--- src/include/lsw_consts.svh ---
// constants of the load string and word unit
`ifndef LSW_CONSTS_SVH
`define LSW_CONSTS_SVH
`define LSW_REG_IDX_W 5
`define LSW_WORD_BYTES 4
`define LSW_WORD_W 32
`define LSW_ADDR_W 64
`define LSW_CNT_W 7
`define LSW_IMM_CNT_W 5
`define LSW_IMM_ZERO_BYTES 7'h20
`define LSW_XLEN_DEF 64
`endif

--- src/include/lsw_pkg.sv ---
// types shared by the load string and word unit
`include "lsw_consts.svh"
package lsw_pkg;
   typedef enum logic [1:0] {
      LSW_OP_STR_IMM,
      LSW_OP_STR_IDX,
      LSW_OP_WORD_SEXT,
      LSW_OP_WORD_RSV
   } lsw_op_t;

   typedef enum logic {
      LSW_ST_IDLE,
      LSW_ST_ACCESS
   } lsw_state_t;

   typedef struct packed {
      logic valid;
      lsw_op_t op;
      logic legacy;
      logic [`LSW_REG_IDX_W-1:0] target_reg_field;
      logic [`LSW_REG_IDX_W-1:0] base_reg_field;
      logic [`LSW_REG_IDX_W-1:0] index_reg_field;
      logic [`LSW_IMM_CNT_W-1:0] immediate_byte_count;
      logic [`LSW_CNT_W-1:0] exc_reg_count;
   } lsw_issue_t;

   typedef struct packed {
      logic we;
      logic [`LSW_REG_IDX_W-1:0] idx;
   } lsw_gpr_wr_t;
endpackage

--- src/design/lsw_ea_gen.sv ---
// effective address generation for the load string and word unit
`timescale 1ns/1ps
`include "lsw_consts.svh"
module lsw_ea_gen
   import lsw_pkg::*;
(
   input wire lsw_op_t op,
   input wire logic [`LSW_REG_IDX_W-1:0] base_reg_field,
   input wire logic [`LSW_ADDR_W-1:0] base_val,
   input wire logic [`LSW_ADDR_W-1:0] index_val,
   output logic [`LSW_ADDR_W-1:0] effective_address
);
   logic base_zero;
   assign base_zero = (base_reg_field == '0);

   always_comb begin
      if (op == LSW_OP_STR_IMM) begin
         // base alone, or zero when the base field names register 0 (see)
         effective_address = base_zero ? '0 : base_val;
      end else begin
         // indexed forms: index alone or base plus index (see) (see)
         effective_address = base_zero ? index_val : base_val + index_val;
      end
   end
endmodule

--- src/design/lsw_load_unit.sv ---
// load string, sign-extending word and load-and-reserve execution unit
`timescale 1ns/1ps
// Notes on behaviour
// Immediate string load address is base register, or zero for field 0.
// Immediate count taken from field; encoded zero means 32 bytes.
// Bytes fill consecutive registers leftmost first, wrapping 31 to 0.
// Legacy forms clear unfilled right bytes of the final register.
// Software avoids base in range and target=base=0 on immediate form.
// Legacy immediate form skips writing a nonzero base inside the range.
// Legacy indexed form skips writing nonzero base and index in range; the unit skips the index only when the base field is nonzero.
// String loads leave exception register and condition field unchanged.
// Storage fault aborts; instruction reissues from its first byte.
// Indexed string address is base plus index, or index for field 0.
// Indexed string count comes from exception register bits 25-31.
// Indexed count of zero writes no register.
// Software keeps base and index outside range on newer indexed form.
// Sign-extending load fills low word and replicates sign upward.
// Sign-extending load is illegal on a 32-bit implementation.
// Reserve load address is index, or base plus index.
// Reserve load writes target and sets a reservation on the address.
// Conditional store succeeds only if reserved word stayed unmodified.
// Software gives reserve load a word-aligned address.
// Reserve load leaves the exception register unchanged.
// Accesses ascend; destination advances every fourth byte; done ends all.
`include "lsw_consts.svh"
module lsw_load_unit
   import lsw_pkg::*;
#(
   parameter int XLEN = `LSW_XLEN_DEF
) (
   input wire logic clk_sys,
   input wire logic rstn,
   input wire lsw_issue_t issue,
   input wire logic [`LSW_ADDR_W-1:0] base_val,
   input wire logic [`LSW_ADDR_W-1:0] index_val,
   output logic issue_ready_ff,
   output logic mem_req_ff,
   output logic [`LSW_ADDR_W-1:0] mem_addr_ff,
   input wire logic mem_ack,
   input wire logic mem_fault,
   input wire logic [`LSW_WORD_W-1:0] mem_rdata,
   output lsw_gpr_wr_t gpr_wr_ff,
   output logic [XLEN-1:0] gpr_wdata_ff,
   output logic done_ff,
   output logic restart_ff,
   output logic illegal_ff,
   input wire logic snoop_we,
   input wire logic [`LSW_ADDR_W-1:0] snoop_addr,
   input wire logic stcx_req,
   input wire logic [`LSW_ADDR_W-1:0] stcx_addr,
   output logic stcx_resp_ff,
   output logic stcx_ok_ff,
   output logic resv_valid_ff
);
   // ----------------------------------------------------------------
   // elaboration checks
   // ----------------------------------------------------------------
   generate
      if (XLEN != 32 && XLEN != 64) begin : g_bad_xlen
         $error("lsw_load_unit: XLEN must be 32 or 64");
      end
   endgenerate

   // ----------------------------------------------------------------
   // helpers
   // ----------------------------------------------------------------
   // keep the leftmost n bytes of a word, zero the rest
   function automatic logic [`LSW_WORD_W-1:0] keep_left(
      input logic [`LSW_WORD_W-1:0] w,
      input logic [`LSW_CNT_W-1:0] n
   );
      logic [`LSW_WORD_W-1:0] m;
      m = '1;
      case (n)
         7'h01: m = 32'hff00_0000;
         7'h02: m = 32'hffff_0000;
         7'h03: m = 32'hffff_ff00;
         default: m = '1;
      endcase
      return w & m;
   endfunction

   function automatic logic same_word(
      input logic [`LSW_ADDR_W-1:0] a,
      input logic [`LSW_ADDR_W-1:0] b
   );
      return a[`LSW_ADDR_W-1:2] == b[`LSW_ADDR_W-1:2];
   endfunction

   // ----------------------------------------------------------------
   // issue decode
   // ----------------------------------------------------------------
   lsw_state_t state_ff;
   lsw_op_t op_ff;
   logic legacy_ff;
   logic [`LSW_REG_IDX_W-1:0] dst_ff;
   logic [`LSW_REG_IDX_W-1:0] base_fld_ff;
   logic [`LSW_REG_IDX_W-1:0] idx_fld_ff;
   logic [`LSW_CNT_W-1:0] left_ff;
   logic [`LSW_ADDR_W-1:0] eff_addr;
   logic accept;
   logic [`LSW_CNT_W-1:0] issue_cnt;
   logic zero_cnt;
   logic no_sext;
   logic is_str;
   logic last;
   logic discard;
   logic take;
   logic fault;

   lsw_ea_gen u_ea (
      .op(issue.op),
      .base_reg_field(issue.base_reg_field),
      .base_val(base_val),
      .index_val(index_val),
      .effective_address(eff_addr)
   );

   assign accept = issue.valid && issue_ready_ff;

   always_comb begin
      if (issue.op == LSW_OP_STR_IMM) begin
         // encoded zero stands for a full 32-byte transfer (see)
         issue_cnt = (issue.immediate_byte_count == '0) ? `LSW_IMM_ZERO_BYTES
                   : {2'h0, issue.immediate_byte_count};
      end else begin
         issue_cnt = issue.exc_reg_count;
      end
   end

   assign zero_cnt = (issue.op == LSW_OP_STR_IDX) && (issue_cnt == '0);
   assign no_sext = (issue.op == LSW_OP_WORD_SEXT) && (XLEN == 32);
   assign is_str = (op_ff == LSW_OP_STR_IMM) || (op_ff == LSW_OP_STR_IDX);
   assign last = !is_str || (left_ff <= 7'(`LSW_WORD_BYTES));
   assign take = (state_ff == LSW_ST_ACCESS) && mem_ack;
   assign fault = take && mem_fault;

   // legacy forms protect a nonzero base inside the range, and the index only when the base field is nonzero
   always_comb begin
      discard = 1'b0;
      if (is_str && legacy_ff && base_fld_ff != '0) begin
         if (dst_ff == base_fld_ff) begin
            discard = 1'b1;
         end
         if (op_ff == LSW_OP_STR_IDX && dst_ff == idx_fld_ff) begin
            discard = 1'b1;
         end
      end
   end

   // ----------------------------------------------------------------
   // sequencer
   // ----------------------------------------------------------------
   always_ff @(posedge clk_sys or negedge rstn) begin
      if (!rstn) begin
         state_ff <= LSW_ST_IDLE;
         issue_ready_ff <= 1'b0;
      end else begin
         unique case (state_ff)
            LSW_ST_IDLE: begin
               issue_ready_ff <= 1'b1;
               if (accept && !zero_cnt && !no_sext) begin
                  state_ff <= LSW_ST_ACCESS;
                  issue_ready_ff <= 1'b0;
               end
            end
            LSW_ST_ACCESS: begin
               // a fault drops all progress: the core reissues from byte 0
               if (fault || (take && last)) begin
                  state_ff <= LSW_ST_IDLE;
                  issue_ready_ff <= 1'b1;
               end
            end
         endcase
      end
   end

   always_ff @(posedge clk_sys or negedge rstn) begin
      if (!rstn) begin
         op_ff <= LSW_OP_STR_IMM;
         legacy_ff <= 1'b0;
         base_fld_ff <= '0;
         idx_fld_ff <= '0;
      end else if (accept) begin
         op_ff <= issue.op;
         legacy_ff <= issue.legacy;
         base_fld_ff <= issue.base_reg_field;
         idx_fld_ff <= issue.index_reg_field;
      end
   end

   // destination and address walk upward together while the byte count walks down
   always_ff @(posedge clk_sys or negedge rstn) begin
      if (!rstn) begin
         dst_ff <= '0;
         left_ff <= '0;
         mem_addr_ff <= '0;
      end else if (accept) begin
         dst_ff <= issue.target_reg_field;
         left_ff <= issue_cnt;
         mem_addr_ff <= eff_addr;
      end else if (take && !fault && !last) begin
         dst_ff <= dst_ff + 5'h01; // wraps from 31 to 0 (see) (see)
         left_ff <= left_ff - 7'(`LSW_WORD_BYTES);
         mem_addr_ff <= mem_addr_ff + 64'(`LSW_WORD_BYTES);
      end
   end

   always_ff @(posedge clk_sys or negedge rstn) begin
      if (!rstn) begin
         mem_req_ff <= 1'b0;
      end else if (accept && !zero_cnt && !no_sext) begin
         mem_req_ff <= 1'b1;
      end else if (fault || (take && last)) begin
         mem_req_ff <= 1'b0;
      end
   end

   // ----------------------------------------------------------------
   // register write port
   // ----------------------------------------------------------------
   // no exception register or condition field port exists here, so
   // neither is ever touched (see) (see)
   always_ff @(posedge clk_sys or negedge rstn) begin
      if (!rstn) begin
         gpr_wr_ff <= '0;
         gpr_wdata_ff <= '0;
      end else begin
         gpr_wr_ff.we <= take && !fault && !discard;
         gpr_wr_ff.idx <= dst_ff;
         if (take) begin
            if (op_ff == LSW_OP_WORD_SEXT) begin
               gpr_wdata_ff <= XLEN'(signed'(mem_rdata));
            end else if (is_str) begin
               // partial last register: right bytes cleared (see)
               gpr_wdata_ff <= XLEN'(keep_left(mem_rdata, left_ff));
            end else begin
               gpr_wdata_ff <= XLEN'(mem_rdata);
            end
         end
      end
   end

   // ----------------------------------------------------------------
   // completion pulses
   // ----------------------------------------------------------------
   always_ff @(posedge clk_sys or negedge rstn) begin
      if (!rstn) begin
         done_ff <= 1'b0;
         restart_ff <= 1'b0;
         illegal_ff <= 1'b0;
      end else begin
         // zero indexed count finishes at once with no write (see)
         done_ff <= (accept && zero_cnt) || (take && !fault && last);
         restart_ff <= fault;
         illegal_ff <= accept && no_sext;
      end
   end

   // ----------------------------------------------------------------
   // reservation
   // ----------------------------------------------------------------
   logic [`LSW_ADDR_W-1:0] resv_addr_ff;
   logic rsv_set;
   logic resv_hit;

   assign rsv_set = take && !fault && op_ff == LSW_OP_WORD_RSV;
   assign resv_hit = snoop_we && same_word(snoop_addr, resv_addr_ff);

   // a new reservation wins over a snoop or store in the same cycle
   always_ff @(posedge clk_sys or negedge rstn) begin
      if (!rstn) begin
         resv_valid_ff <= 1'b0;
         resv_addr_ff <= '0;
      end else if (rsv_set) begin
         resv_valid_ff <= 1'b1;
         resv_addr_ff <= mem_addr_ff;
      end else if (resv_hit || stcx_req) begin
         resv_valid_ff <= 1'b0;
      end
   end

   always_ff @(posedge clk_sys or negedge rstn) begin
      if (!rstn) begin
         stcx_resp_ff <= 1'b0;
         stcx_ok_ff <= 1'b0;
      end else begin
         stcx_resp_ff <= stcx_req;
         // a write landing in the same cycle also spoils the store (see)
         stcx_ok_ff <= stcx_req && resv_valid_ff && !resv_hit
                       && same_word(stcx_addr, resv_addr_ff);
      end
   end
endmodule

--- config.mk ---
export PLATFORM = sky130hd
export DESIGN_NAME = lsw_load_unit
export DESIGN_NICKNAME = d
export VERILOG_FILES = /design/src/include/lsw_pkg.sv /design/src/design/lsw_ea_gen.sv /design/src/design/lsw_load_unit.sv
export VERILOG_INCLUDE_DIRS = /design/src /design/src/include
export SDC_FILE = /design/constraint.sdc
export NUM_CORES = 1
export LEC_CHECK = 0
export BUFFER_PORTS_ARGS = -buffer_cell sky130_fd_sc_hd__buf_2
export CAP_MARGIN = 20
export CORE_AREA = 2 2 231 233
export DETAILED_ROUTE_END_ITERATION = 8
export DIE_AREA = 0 0 233 235
export PLACE_DENSITY = 0.63
export SYNTH_ARGS = -nofsm -noshare
export SYNTH_HDL_FRONTEND = slang
export SYNTH_SLANG_ARGS = --single-unit
--- constraint.sdc ---
create_clock -name clk_sys -period 3.6 [get_ports clk_sys]
set_clock_uncertainty 0.1 [all_clocks]
set_input_delay 0.54 -clock clk_sys [delete_from_list [all_inputs] [get_ports clk_sys]]
set_output_delay 0.54 -clock clk_sys [all_outputs]
set_load 0.1 [all_outputs]
==> metrics.cfg <==
[status]
outcome = finished, violations left
violations = hold timing

[die]
ios = 467
start_util = 0.298
dieHeight_um = 235
core_um2 = 52200
die_w_um = 233
dieArea_um2 = 54800
rows = 84

[sta]
max_freq_mhz = 292
rsz0062_at_grt = no
slew_viol_final = 0
timing.final.crit_share = 0.950
setup_viol = 0
worst_slew_pin_slew_ns = 0.952
layout_min_cycle_time_ns = 3.42
hold_viol_final = 2
slew_headroom = 0.364
hold_slack_ns = -0.0102

[power_and_ir_drop]
intPower_w = 0.00694
power.density_nw_per_um2 = 876
clock_power_share = 0.111
ir_worst_vdd_v = 0.00125
combPwrFrac = 0.626
p_sw_frac = 0.607
switchingPower_w = 0.0107
p_leak_nw = 9.18
pwr-share-seq = 0.263

[synthesis]
synth_area_leaders = dfrtp_1 32%, xnor2_1 6.4%, ha_1 5.5%, nand2_1 5.3%, xor2_1 5.3%
yosys-mux-area-fraction = 0.0499
ys_types = 83
synthArstFlopShare = 1.00
seq_area_frac_synth = 0.319
yosys_warnings = 0
synthesis.nets = 2230
synth_edf_count = 0
synth.top_cell.area_share = 0.319
yosys.area_share.xor_xnor = 0.117
synth.cell_area_um2 = 15500
syn_avg_cell_area_um2 = 8.46
synth_simple_gate_area_frac = 0.176
synth_area_leader_cell = dfrtp_1
synth-adder-area-share = 0.0560
syn_inst = 1836
synth_top_family_by_area = compound AO/OA/AOI/OAI gates
synth_compound_area_frac = 0.228
synth-seq-cells = 198
synthFlopType = dfrtp_1

[cts]
insertion_delay_ns = 0.46
hold_buffers = 0
cts_root_buf = clkbuf_16
cts_made_buffers = 17
cts_sinks = 198
clk_path_buf_depth = 2
clk_pin_slew_ns = 0.08
htree_levels = 4
tritoncts = built
post_cts_buffers = 0

[global_routing]
grt_max_degree = 77
grt_pass1_vias = 16200
grt_use_met2 = 0.381
antenna_found_initial = 18
globalRouteMet3Util = 0.0387
grt_overflow = 0
grt_util_all_layers = 0.241
grt_pass1_wl_um = 100000
busiest_layer = met2
use_met1 = 0.330

[layout]
fin_nets = 2757
instances_no_fill = 3082
postLayoutCoreUtil = 0.385
nFillCells = 5417
syn2layout_area_growth_pct = 29.5
drive_above_1_share = 0.318

[job]
cap_violations = 0

[worst_setup_path]
startpoint_type = input port
cp_data_required_time_ns = 3.84
path_class = input port to register
worstPathArrival_ns = 3.66
reg2reg_from = left_ff[3]$_DFFE_PN0P_
path_max_fanout = 3
startpoint = index_val[0]
end_kind = register

[place]
place.detailed.hpwl_um = 55900
place_congestion = 0.973
place_inst = 3032
port_buffers = 461

[drt]
dr_total_vias = 16500
dr.pass1.iters = 5
drtIter0Drc = 1328
wl_per_cell_um = 22.1
antenna_left = 0
vias_per_cell = 5.34
detail_route.wirelength_um = 68000
post-route-drc-count = 0

[worst_hold_path]
hp-class = input port to asynchronous set/reset pin

layout make-up:
| cell class | count | area (um2) | area share |
|---|---|---|---|
| antenna | 18 | 45.0 | 0.00224 |
| clock buffer | 17 | 425 | 0.0211 |
| clock inverter | 15 | 163 | 0.00808 |
| inverter | 66 | 248 | 0.0123 |
| multi-input combinational | 1450 | 9780 | 0.486 |
| sequential | 198 | 4950 | 0.246 |
| tap | 688 | 861 | 0.0428 |
| timing repair buffer | 630 | 3650 | 0.181 |
cell usage after synthesis, types with 22 or more instances:
cell type / count
mux2_2: 60
nand3_1: 51
a22o_1: 27
ha_1: 68
nand2_1: 221
nor4_1: 22
nand4_1: 63
o21ai_0: 127
xor2_1: 94
a221oi_1: 44
a21oi_1: 146
a21o_1: 30
clkbuf_1: 70
nor2_1: 86
a31oi_1: 24
dfrtp_1: 198
xnor2_1: 113
inv_1: 66
buf_4: 32
nor3_1: 37
cells by family (layout without fill, tap and decap cells):
group / after synthesis / count (layout)
adder cells (fa/ha/maj): 69 / 69
buffers and inverters: 188 / 728
AND/OR/NAND/NOR: 563 / 563
other: 1 / 19
multiplexers: 70 / 70
AO/OA/AOI/OAI: 540 / 540
XOR/XNOR: 207 / 207
flip-flops: 198 / 198
cells in the final DEF (no fill, tap or decap), types with 13 or more instances in the layout:
cell       instances
xnor2_1          113
xor2_1            94
a31oi_1           24
nor2_1            83
a21o_1            30
and3_1            13
mux2_2            60
a22o_1            27
nor3_1            36
a21oi_1          146
diode_2           18
nor4_1            22
nand4_1           63
dfrtp_1          198
nand3_1           51
o22ai_1           13
buf_4            164
o21ai_0          127
clkbuf_16         17
o21bai_1          16
nand2_1          220
ha_1              68
buf_2            460
a221oi_1          43
inv_1             66
through the flow:
step / total power, W / area [um2] / hold WS, ns / setup TNS, ns / worst slack (ns)
final: 0.0176 / 20100 / -0.0102 / 0 / 0.180
after global routing: 0.0184 / 20100 / 0.0387 / 0 / 0.0485
after CTS: 0.0177 / 20100 / 0.0426 / 0 / 0.111
after detailed placement: 0.0157 / 19500 / 0.368 / -1.85 / -0.357
after global placement: 0.0156 / 19500 / 0.357 / -1.45 / -0.341
after floorplan: 0.0127 / 15500 / 0.144 / 0 / 0.249
repair_timing:
item / CTS / global route
endpoints found under the setup margin: 0 / 1
resized for setup: 0 / 1
endpoints found under the hold margin: 0 / 0
path summary, 6_finish.rpt:
path / endpoint / cells after the start / slack, ns
setup / recovery: mem_addr_ff[22]$_DFFE_PN0P_ / 17 / 0.18
max in group asynchronous: mem_addr_ff[19]$_DFFE_PN0P_ / 2 / 2.58
setup reg to reg: mem_addr_ff[61]$_DFFE_PN0P_ / 12 / 0.47
hold / removal: gpr_wdata_ff[3]$_DFFE_PN0P_ / 1 / -0.01
min in group clk_sys: idx_fld_ff[1]$_DFFE_PN0P_ / 3 / 0.16
hold reg to reg: legacy_ff$_DFFE_PN0P_ / 2 / 0.40
state kept, by name (all words and copies together), names as in the netlist:
signal          flops
dst_ff              5
op_ff               2
stcx_ok_ff          1
resv_valid_ff       1
issue_ready_ff      1
stcx_resp_ff        1
gpr_wdata_ff       33
gpr_wr_ff           6
left_ff             7
done_ff             1
mem_req_ff          1
legacy_ff           1
base_fld_ff         5
mem_addr_ff        64
resv_addr_ff       62
idx_fld_ff          5
state_ff            1
restart_ff          1
power by group through the flow:
stage                     Sequential, W  Clock (W)  Combinational, W
after floorplan                 0.00825          0           0.00443
after global placement          0.00463          0            0.0109
after detailed placement        0.00468          0            0.0110
after CTS                       0.00463    0.00200            0.0110
after global routing            0.00478    0.00209            0.0116
final                           0.00464    0.00196            0.0110
worst max-delay path, stage by stage:
cell	delay [ns]
buf_2	0.09
ha_1	0.16
inv_1	0.06
fa_1	0.40
nor2b_1	0.17
o21ba_2	0.16
o21ai_1	0.11
a2111oi_0	0.51
buf_4	0.20
or2_2	0.11
buf_4	0.11
xnor2_1	0.10
o21ai_0	0.11
a221oi_2	0.43
buf_4	0.19
a31oi_1	0.03
a21o_1	0.17
per-layer routing:
metal  vias up  wire length, um
li1       7762                -
met3        87             5140
met2       718            31300
met4         2             2020
met1      7894            29600
met5         -               13
(Power assumes the default switching activity.)
